===== src/dca_defs.vh =====
// constants for the converter clear and alarm control block
// assumes a single 25 MHz clock and twelve 12-bit converter channels
//
// Contract
// - clear low loads latches with clear code
// - clear never alters held data registers
// - release reloads latches from held data
// - clear high: latches follow normal load
// - alarm low when any channel out of range
// - alarm is open drain, never driven high
`ifndef DCA_DEFS_VH
`define DCA_DEFS_VH
`define DCA_CHANNELS      12
`define DCA_DATA_W        12
`define DCA_MON_CHANNELS  16
`define DCA_CLEAR_CODE    12'h000
`define DCA_DATA_RESET    12'h000
`endif


===== src/dca_hold_mem.v =====
// held data registers for all converter channels, one word per channel
// assumes write port driven by the serial register logic outside this block
`include "dca_defs.vh"
`default_nettype none
module dca_hold_mem (
	input  wire        clk,
	input  wire        rst_n,
	input  wire        wr_en,
	input  wire [3:0]  wr_addr,
	input  wire [11:0] wr_data,
	input  wire [3:0]  rd_addr,
	output reg  [11:0] rd_data
);
	reg [11:0] mem [0:`DCA_CHANNELS-1];
	integer    i;

	// writes come only from the host side; clear has no path here
	always @(posedge clk or negedge rst_n) begin
		if (!rst_n) begin
			for (i = 0; i < `DCA_CHANNELS; i = i + 1)
				mem[i] <= `DCA_DATA_RESET;
			rd_data <= `DCA_DATA_RESET;
		end else begin
			if (wr_en && wr_addr < `DCA_CHANNELS)
				mem[wr_addr] <= wr_data;
			if (rd_addr < `DCA_CHANNELS)
				rd_data <= mem[rd_addr];
			else
				rd_data <= `DCA_DATA_RESET;
		end
	end
endmodule
`default_nettype wire


===== src/dca_ctrl.v =====
// converter clear and global alarm control
// assumes inputs synchronous to clk except converter_clear_n, a board pin
`include "dca_defs.vh"
`default_nettype none
module dca_ctrl (
	input  wire         clk,
	input  wire         rst_n,
	input  wire         converter_clear_n,
	input  wire         wr_en,
	input  wire [3:0]   wr_addr,
	input  wire [11:0]  wr_data,
	input  wire         sync_load_select,
	input  wire         load_pulse,
	input  wire [15:0]  out_of_range,
	output reg  [143:0] latch_flat,
	output reg          clear_active,
	output reg          alarm_out,
	output reg          alarm_oe_n
);
	// timing at a glance, counted in clk edges from the pin change:
	//   pin low  -> clr_meta low at 1, clr_sync low at 2
	//   clr_sync low -> every latch holds the clear code at 3
	//   the clear code stands for as long as clr_sync stays low
	//   pin high -> clr_sync high at 2, state leaves clear at 3
	//   reload waits for slot 0 of the scan, then walks 0..11
	//   worst-case reload ends about 27 edges after the pin rises
	//   normal update lands within 13 edges of a load, or of a write while sync_load_select is low
	// hazards kept in mind:
	//   the pin is asynchronous, so only clr_sync is ever read
	//   held data never see the clear path (no write port here)
	//   a clear that comes back during reload restarts the clear
	//   write addresses 12..15 map to no converter channel; the scan wraps after 11
	// limitation: one word read per cycle keeps the memory small
	// but makes a full sweep cost twelve cycles
	localparam [2:0] ST_RUN    = 3'h1;
	localparam [2:0] ST_CLEAR  = 3'h2;
	localparam [2:0] ST_RELOAD = 3'h4;

	reg        clr_meta;
	reg        clr_sync;
	reg [2:0]  state;
	reg [3:0]  scan;
	reg [3:0]  scan_d;
	reg        scan_valid;
	reg        reload_d;
	reg        reload_on;
	reg [11:0] pend_mask;
	wire [11:0] rd_data;

	// true for a scan or write slot that maps to a real channel
	function is_chan;
		input [3:0] idx;
		begin
			is_chan = (idx < 4'hC);
		end
	endfunction

	dca_hold_mem u_mem (
		.clk     (clk),
		.rst_n   (rst_n),
		.wr_en   (wr_en),
		.wr_addr (wr_addr),
		.wr_data (wr_data),
		.rd_addr (scan),
		.rd_data (rd_data)
	);

	// two-flop synchroniser on the clear pin
	always @(posedge clk or negedge rst_n) begin
		if (!rst_n) begin
			clr_meta <= 1'b1;
			clr_sync <= 1'b1;
		end else begin
			clr_meta <= converter_clear_n;
			clr_sync <= clr_meta;
		end
	end

	// state: normal, held in clear, reloading latches after release
	always @(posedge clk or negedge rst_n) begin
		if (!rst_n) begin
			state <= ST_RUN;
		end else begin
			case (state)
			ST_RUN:    if (!clr_sync) state <= ST_CLEAR;
			ST_CLEAR:  if (clr_sync) state <= ST_RELOAD;
			ST_RELOAD: begin
				if (!clr_sync)
					state <= ST_CLEAR;
				else if (reload_d && reload_on && scan_d == 4'hB)
					state <= ST_RUN;
			end
			default:   state <= ST_RUN;
			endcase
		end
	end

	// scan the held data one channel per cycle; read data lag one cycle
	always @(posedge clk or negedge rst_n) begin
		if (!rst_n) begin
			scan       <= 4'h0;
			scan_d     <= 4'h0;
			scan_valid <= 1'b0;
			reload_d   <= 1'b0;
		end else begin
			scan_d     <= scan;
			scan_valid <= 1'b1;
			reload_d   <= (state == ST_RELOAD) && clr_sync;
			scan       <= (scan == 4'hB) ? 4'h0 : scan + 4'h1;
		end
	end

	// reload must sweep from slot 0, else channels below the scan
	// position at release would keep the clear code
	always @(posedge clk or negedge rst_n) begin
		if (!rst_n) begin
			reload_on <= 1'b0;
		end else if (state != ST_RELOAD || !clr_sync) begin
			reload_on <= 1'b0;
		end else if (reload_d && scan_d == 4'h0) begin
			reload_on <= 1'b1;
		end
	end

	// normal load marks channels pending; copy happens during scan
	// trade-off: one word read per cycle costs up to 13 cycles of latency
	always @(posedge clk or negedge rst_n) begin
		if (!rst_n) begin
			pend_mask <= 12'h000;
		end else if (state != ST_RUN) begin
			pend_mask <= 12'h000;
		end else begin
			if (load_pulse || !sync_load_select)
				pend_mask <= 12'hFFF;
			else if (wr_en && is_chan(wr_addr))
				pend_mask <= pend_mask;
			else if (scan_valid && is_chan(scan_d))
				pend_mask[scan_d] <= 1'b0;
		end
	end

	// output latches: clear code while clear, reload ignores load select
	always @(posedge clk or negedge rst_n) begin
		if (!rst_n) begin
			latch_flat   <= {`DCA_CHANNELS{`DCA_DATA_RESET}};
			clear_active <= 1'b0;
		end else begin
			clear_active <= (state == ST_CLEAR) || !clr_sync;
			if (!clr_sync) begin
				latch_flat <= {`DCA_CHANNELS{`DCA_CLEAR_CODE}};
			end else if (scan_valid && is_chan(scan_d)) begin
				if (state == ST_RELOAD && reload_d && (reload_on || scan_d == 4'h0))
					latch_flat[scan_d*12 +: 12] <= rd_data;
				else if (state == ST_RUN && pend_mask[scan_d])
					latch_flat[scan_d*12 +: 12] <= rd_data;
			end
		end
	end

	// open drain alarm: data always low, enable low pulls the line
	always @(posedge clk or negedge rst_n) begin
		if (!rst_n) begin
			alarm_out  <= 1'b0;
			alarm_oe_n <= 1'b1;
		end else begin
			alarm_out  <= 1'b0;
			alarm_oe_n <= ~(|out_of_range);
		end
	end
endmodule
`default_nettype wire


===== config.mk =====
export PLATFORM = sky130hd
export DESIGN_NAME = dca_ctrl
export DESIGN_NICKNAME = d
export VERILOG_FILES = /design/src/dca_hold_mem.v /design/src/dca_ctrl.v
export VERILOG_INCLUDE_DIRS = /design/src /design/src/src
export SDC_FILE = /design/constraint.sdc
export NUM_CORES = 1
export LEC_CHECK = 0
export BUFFER_PORTS_ARGS = -buffer_cell sky130_fd_sc_hd__buf_2
export CAP_MARGIN = 40
export CORE_UTILIZATION = 65
export CTS_BUF_LIST = sky130_fd_sc_hd__clkbuf_8
export CTS_CLUSTER_SIZE = 12
export DETAILED_ROUTE_END_ITERATION = 7
export PLACE_DENSITY = 0.84
export SYNTH_ARGS = -nofsm -noshare
export SYNTH_HDL_FRONTEND = slang
export SYNTH_SLANG_ARGS = --single-unit

===== constraint.sdc =====
create_clock -name clk -period 12.3 [get_ports clk]
set_input_delay 0.615 -clock clk [delete_from_list [all_inputs] [get_ports clk]]
set_output_delay 0.615 -clock clk [all_outputs]
set_load 0.1 [all_outputs]

# After elaboration in Yosys (flattened, before gate mapping)
# Cells that the tools add are included.
word_totals:
  mem_bits_ro: 0
  latchBits: 0
  register_bits: 330
  elab_cells: 110
  mem_count: 0
  ramBits: 0
  in_bits: 38
  output_inout_bits: 147
classes:
  mux: 28
  n_bitwise: 5
  reduce_logical: 25
  n_mul: 1
  div_mod_pow: 0
  add_sub_neg: 2
  eq_ne: 13
  n_shift: 2
  order_cmp: 9
ops:
  columns: ["op", "n"]
  rows:
  - ["144-bit 2-to-1 mux", 4]
  - ["144-bit bitwise mux", 2]
  - ["12-bit by 34-bit variable shift with 144-bit output (first input constant)", 1]
  - ["12-bit by 34-bit indexed part select with 144-bit output", 1]
  - ["12-bit 2-to-1 mux", 8]
  - ["12-bit binary-select mux with 4-bit select", 1]
  - ["12-bit demux with 4-bit select", 1]
  - ["8-bit negation with 34-bit output", 1]
  - ["4-bit < comparator (second input constant)", 4]
  - ["16-bit OR reduction", 1]
  - ["12-bit AND", 1]
  - ["1-bit logical AND", 12]
  - ["3-bit 2-to-1 mux", 4]
  - ["12-bit NOT", 1]
  - ["5-bit >= comparator (second input constant)", 2]
  - ["4-bit NOT with 5-bit output", 2]
  - ["3-bit != test (second input constant)", 3]
  - ["3-bit one-hot mux with 3 select lines", 1]
  - ["4-bit equality test (second input constant)", 2]
  - ["4-bit by 2-bit multiplier with 6-bit output (second input constant)", 1]
  - ["3-bit by 1-bit != test with 1-bit output (second input constant)", 2]
  - ["4-bit by 5-bit < comparator with 1-bit output (second input constant)", 1]
  - ["5-bit by 1-bit < comparator with 1-bit output (second input constant)", 1]
  - ["4-bit by 1-bit adder with 4-bit output (second input constant)", 1]
  - ["18 further kinds", 27]

# Depth between registers and ports, before layout
depth:
  word_depth: 10
  depth_mapped: 17
  mapped_depth_nobuf: 12

# Modules after synthesis
# From an unflattened synthesis, not the netlist that was laid out.
hier_totals:
  cells_unflattened: 1411
  area_unflattened_um2: 16452.0
modules_own_cells:
  columns: ["module", "instances", "seq_area_each_um2", "cells_each", "area_each_um2"]
  rows:
  - ["dca_ctrl", 1, 4359.2, 981, 9435.3]
  - ["dca_hold_mem", 1, 3903.7, 430, 7016.7]

# Least setup slack after synthesis
# No wires, ideal clock.
synth_path:
  path_type: "reg2reg"
  startpoint: "register scan_d[0]"
  endpoint: "register latch_flat[59]"
  n_path_buf: 6
  stages_incl_launch_ff: 17
  arrival_time_ns: 4.070
  period_less_slack_ns: 4.195
  slack_ns: 8.105
  required_time_ns: 12.175
  setup_ns: 0.125
  cell_sequence: "dfrtp_1 > buf_2 > inv_1 > ha_1 > clkbuf_1 > nor2_1 > clkbuf_1 > clkbuf_1 > o311ai_0 > a21oi_1 > ha_1 > clkbuf_1 > o2111ai_1 > or3_1 > clkbuf_1 > nand2_1 > mux2_2"
synth_between:
  elab_chain_len: 8
  word_cells_on_any_way: 20
  classes_between: "add/sub (1); mul (1); order compare (1); eq/ne (2); shift (2); mux (7); reduce/logical (6)"
synth_rtl:
  columns: ["element", "line_no", "source"]
  rows:
  - ["start: declaration", "dca_ctrl.v:43", "reg [3:0] scan_d;"]
  - ["start signal: assignment", "dca_ctrl.v:106", "scan_d <= scan;"]
  - ["4-bit by 2-bit multiplier with 6-bit output", "dca_ctrl.v:153, dca_ctrl.v:155", null]
  - ["8-bit negation with 34-bit output", "dca_ctrl.v:153, dca_ctrl.v:155", null]
  - ["12-bit by 34-bit indexed part select with 144-bit output or 12-bit by 34-bit variable shift with 144-bit output (tied branches)", "dca_ctrl.v:153, dca_ctrl.v:155", null]
  - ["144-bit bitwise mux", "dca_ctrl.v:153, dca_ctrl.v:155", null]
  - ["144-bit 2-to-1 mux", "dca_ctrl.v:154", "else if (state == ST_RUN && pend_mask[scan_d])"]
  - ["144-bit 2-to-1 mux", "dca_ctrl.v:152", "if (state == ST_RELOAD && reload_d && (reload_on || scan_d == 4'h0))"]
  - ["144-bit 2-to-1 mux", "dca_ctrl.v:151", "end else if (scan_valid && is_chan(scan_d)) begin"]
  - ["144-bit 2-to-1 mux", "dca_ctrl.v:149", "if (!clr_sync) begin"]
  - ["end signal: assignment", "dca_ctrl.v:150", "latch_flat <= {`DCA_CHANNELS{`DCA_CLEAR_CODE}};"]
  - ["end signal: indexed assignment", "dca_ctrl.v:153", "latch_flat[scan_d*12 +: 12] <= rd_data;"]
  - ["end signal: indexed assignment", "dca_ctrl.v:155", "latch_flat[scan_d*12 +: 12] <= rd_data;"]
  - ["end: declaration", "dca_ctrl.v:15", "output reg [143:0] latch_flat,"]
# Parallel ways exist; a longest one is shown, timed or not. The select of a mux whose other input is x is not followed.
# A chain may end at the register's enable or synchronous reset.

# Worst setup path after layout
layout_path:
  startpoint: "register scan_d[0]"
  endpoint: "register latch_flat[33]"
# The elaborated chain is that of the path after synthesis.

==> flow_metrics.env <==
export IMPL_outcome="finished with violations"
export IMPL_violations="DRC"
export IMPL_fin_crit_ns=4.769
export IMPL_seq_area_sq_mm=0.008264
export IMPL_antenna_found_initial=1
export IMPL_ant_nets=0
export IMPL_drc=2
export IMPL_maxCapViolCount=0
export IMPL_worstReg2RegStart="scan_d[0]$_DFF_PN0_"
export IMPL_core_sq_mm=0.02446
export IMPL_multi_input_area_sq_mm=0.007553
export IMPL_numPortBuffers=183
export IMPL_fillCellCount=1564
export IMPL_drive_above_1_share_pct=31.40
export IMPL_ir_drop_mv=0.1387
export IMPL_drt_first_pass_iters=8
export IMPL_ys_async_sr_fraction_pct=100.0
export IMPL_io_pins=185
export IMPL_layout_common_cells="325 x dfrtp_1, 187 x buf_2, 151 x nand2_1"
export IMPL_rows=57
export IMPL_yosysSeqAreaShare_pct=50.62
export IMPL_synth_net_count=1507
export IMPL_hold_class="in2async"
export IMPL_fin_crit_sh_pct=38.77
export IMPL_finalHoldViolations=0
export IMPL_cp_max_fo=42
export IMPL_drt_initial_drc_count=1577
export IMPL_yosys_top_cells_area="dfrtp_1 50%, mux2_2 10%, mux4_2 5.2%, mux2i_1 4.6%, nand2_1 3.5%"
export IMPL_wire_per_inst_microns=24.60
export IMPL_dpl_cell_area_sq_mm=0.01758
export IMPL_synth_edff_count=0
export IMPL_route_vias_total=13240
export IMPL_grt_usage_pct=38.94
export IMPL_p_per_area_mw_per_mm2=146.9
export IMPL_nNetsFinal=1679
export IMPL_synth_cell_types=79
export IMPL_grt_max_degree=104
export IMPL_synth_seq_cells=330
export IMPL_ctsHoldBuffers=0
export IMPL_max_freq_ghz=0.2097
export IMPL_critical_path_top_delay_family="simple AND/OR/NAND/NOR gates"
export IMPL_required_ns=12.83
export IMPL_clockRootBuffer="clkbuf_8"
export IMPL_finalSetupViolCount=0
export IMPL_syn_inst=1456
export IMPL_start_util_pct=66.73
export IMPL_slowest_delay_ns=0.75
export IMPL_crit_chain="buf_4 > inv_1 > ha_1 > buf_4 > nor2_1 > buf_4 > o311ai_0 > a21oi_1 > ha_1 > buf_4 > inv_1 > nor3_1 > nand4_1 > or3_1 > a21oi_1"
export IMPL_rsz0062_at_grt="no"
export IMPL_numCtsBuffers=52
export IMPL_power_w=0.002750
export IMPL_startpoint_type="flip-flop"
export IMPL_avgSynthCellArea_sq_um=11.21
export IMPL_worstPathArrival_ns=5.29
export IMPL_clock_sinks=330
export IMPL_clock_skew_final_ns=0.03629
export IMPL_final_common_cell="dfrtp_1"
export IMPL_post_cts_resize_count=0
export IMPL_maxSlewViolCount=0
export IMPL_cts_reportedPaths_clkPinSlew_ns=0.06
export IMPL_worst_slack_ns=7.531
export IMPL_cp_common_cell="buf_4"
export IMPL_critPathSlowestCell="nor3_1"
export IMPL_holdWs_ns=0.02901
export IMPL_p_leak_nw=8.637
export IMPL_grt_pass1_vias=13390
export IMPL_end_kind="flip-flop"
export IMPL_netlist_area_sq_mm=0.01632
export IMPL_die_w_microns=160.5
export IMPL_viasPerCell=6.629
export IMPL_yosysTopAreaCell="dfrtp_1"
export IMPL_ys_warn_count=0
export IMPL_die_area_sq_mm=0.02575
export IMPL_grt_pass1_wl_microns=76710
export IMPL_design_area_sq_mm=0.01872
export IMPL_worst_pin_slew_ns=1.120
export IMPL_insertion_delay_ns=0.62
export IMPL_detailed_place_hpwl_microns=32320
export IMPL_htree_levels=2
export IMPL_crit_start="scan_d[0]$_DFF_PN0_"
export IMPL_fin_tns_setup_ns=0
export IMPL_pre_cts_ws_ns=7.741
export IMPL_postCtsSetupBuffers=0
export IMPL_synth_top_area_share_pct=49.97
export IMPL_cts_tree="done"
export IMPL_finalWeightedCongestion=1.015
export IMPL_die_h_microns=160.5
export IMPL_max_slew_margin_rel_pct=25.31
export IMPL_ys_flop_type="dfrtp_1"
export IMPL_critical_path_class="reg2reg"
export IMPL_worst_path_buf_inv=6
export IMPL_area_delta_synth_final_pct=14.67
export IMPL_overflow=0
export IMPL_drt_wl_total_microns=49130
export IMPL_cts_buffer_depth=3
export IMPL_r2r_slack_ns=7.53
[area by class of cell]
cell class | count | area share [%]
sequential | 330 | 44.15
multi-input combinational | 994 | 40.35
timing repair buffer | 222 | 6.738
clock buffer | 69 | 5.073
tap | 324 | 2.166
clock inverter | 29 | 0.9491
inverter | 28 | 0.5615
antenna | 1 | 0.01337
[cell families after synthesis]
logic type / share of synthesized area (%)
multiplexers: 19.84
AND/OR/NAND/NOR: 13.31
flip-flops: 50.62
AO/OA/AOI/OAI: 11.47
buffers and inverters: 3.158
other: 0.04600
adder cells (fa/ha/maj): 0.9964
XOR/XNOR: 0.5672
[synthesized netlist by cell type (all sizes together) (4+ instances only)]
cell	n
a211o	6
a211oi	13
a21oi	83
a22o	8
a22oi	5
a31o	5
a31oi	8
a32oi	8
and2	8
and4	5
buf	23
clkbuf	81
dfrtp	326
dfstp	4
ha	13
inv	28
mux2	145
mux2i	75
mux4	38
nand2	151
nand2b	20
nand3	53
nand3b	4
nand4	17
nor2	92
nor2b	7
nor3	22
nor4	17
o211a	5
o211ai	10
o21ai	41
o221ai	8
o22ai	21
o2bb2ai	8
o31ai	4
o32a	8
o32ai	6
or2	11
or3	19
or4	6
xnor2	5
[where the power goes]
| group | internal, W | switching [W] |
|---|---|---|
| Clock | 0.000528 | 0.000453 |
| Combinational | 0.000193 | 0.000228 |
| Sequential | 0.00124 | 0.000110 |
| Total | 0.00196 | 0.000791 |
[through the flow]
stage               instances  util (%)
finish                   1997     76.52
floorplan                1456         -
global placement         1887     71.39
CTS                      1995     76.48
global route             1996     76.51
detailed placement       1897     71.87
[layer usage]
layer / up-vias / global-route usage (%) / share of wire, %
li1: 5681 / - / -
met1: 6625 / 49.97 / 38
met2: 743 / 62.36 / 48
met3: 189 / 7.929 / 8.4
met4: 0 / 21.77 / 5.3
met5: - / 0 / 0
[path summary, 6_finish.rpt]
check / depth (start not counted) / to
min in group clk: 1 / clr_meta$_DFF_PN1_
worst min register to register: 0 / clr_sync$_DFF_PN1_
worst min-delay path: 1 / pend_mask[7]$_DFFE_PN0P_
worst max-delay path: 15 / latch_flat[33]$_DFFE_PN0P_
worst max register to register: 15 / latch_flat[33]$_DFFE_PN0P_
max in group asynchronous: 4 / u_mem.mem[62]$_DFFE_PN0P_
[worst reg2reg max path: stages (launching register included)]
cell and delay, ns:
dfrtp_1 0.32, buf_4 0.37, inv_1 0.19, ha_1 0.33
buf_4 0.23, nor2_1 0.14, buf_4 0.29, o311ai_0 0.22
a21oi_1 0.16, ha_1 0.13, buf_4 0.32, inv_1 0.28
nor3_1 0.75, nand4_1 0.42, or3_1 0.42, a21oi_1 0.15
[flip-flops by register name, indices dropped and copies added (netlist names)]
register,cells
scan_valid,1
alarm_oe_n,1
clear_active,1
latch_flat,144
u_mem.rd_data,12
reload_on,1
reload_d,1
clr_sync,1
scan,4
clr_meta,1
scan_d,4
u_mem.mem,144
state,3
pend_mask,12
Power figures use the tool's default switching activity.
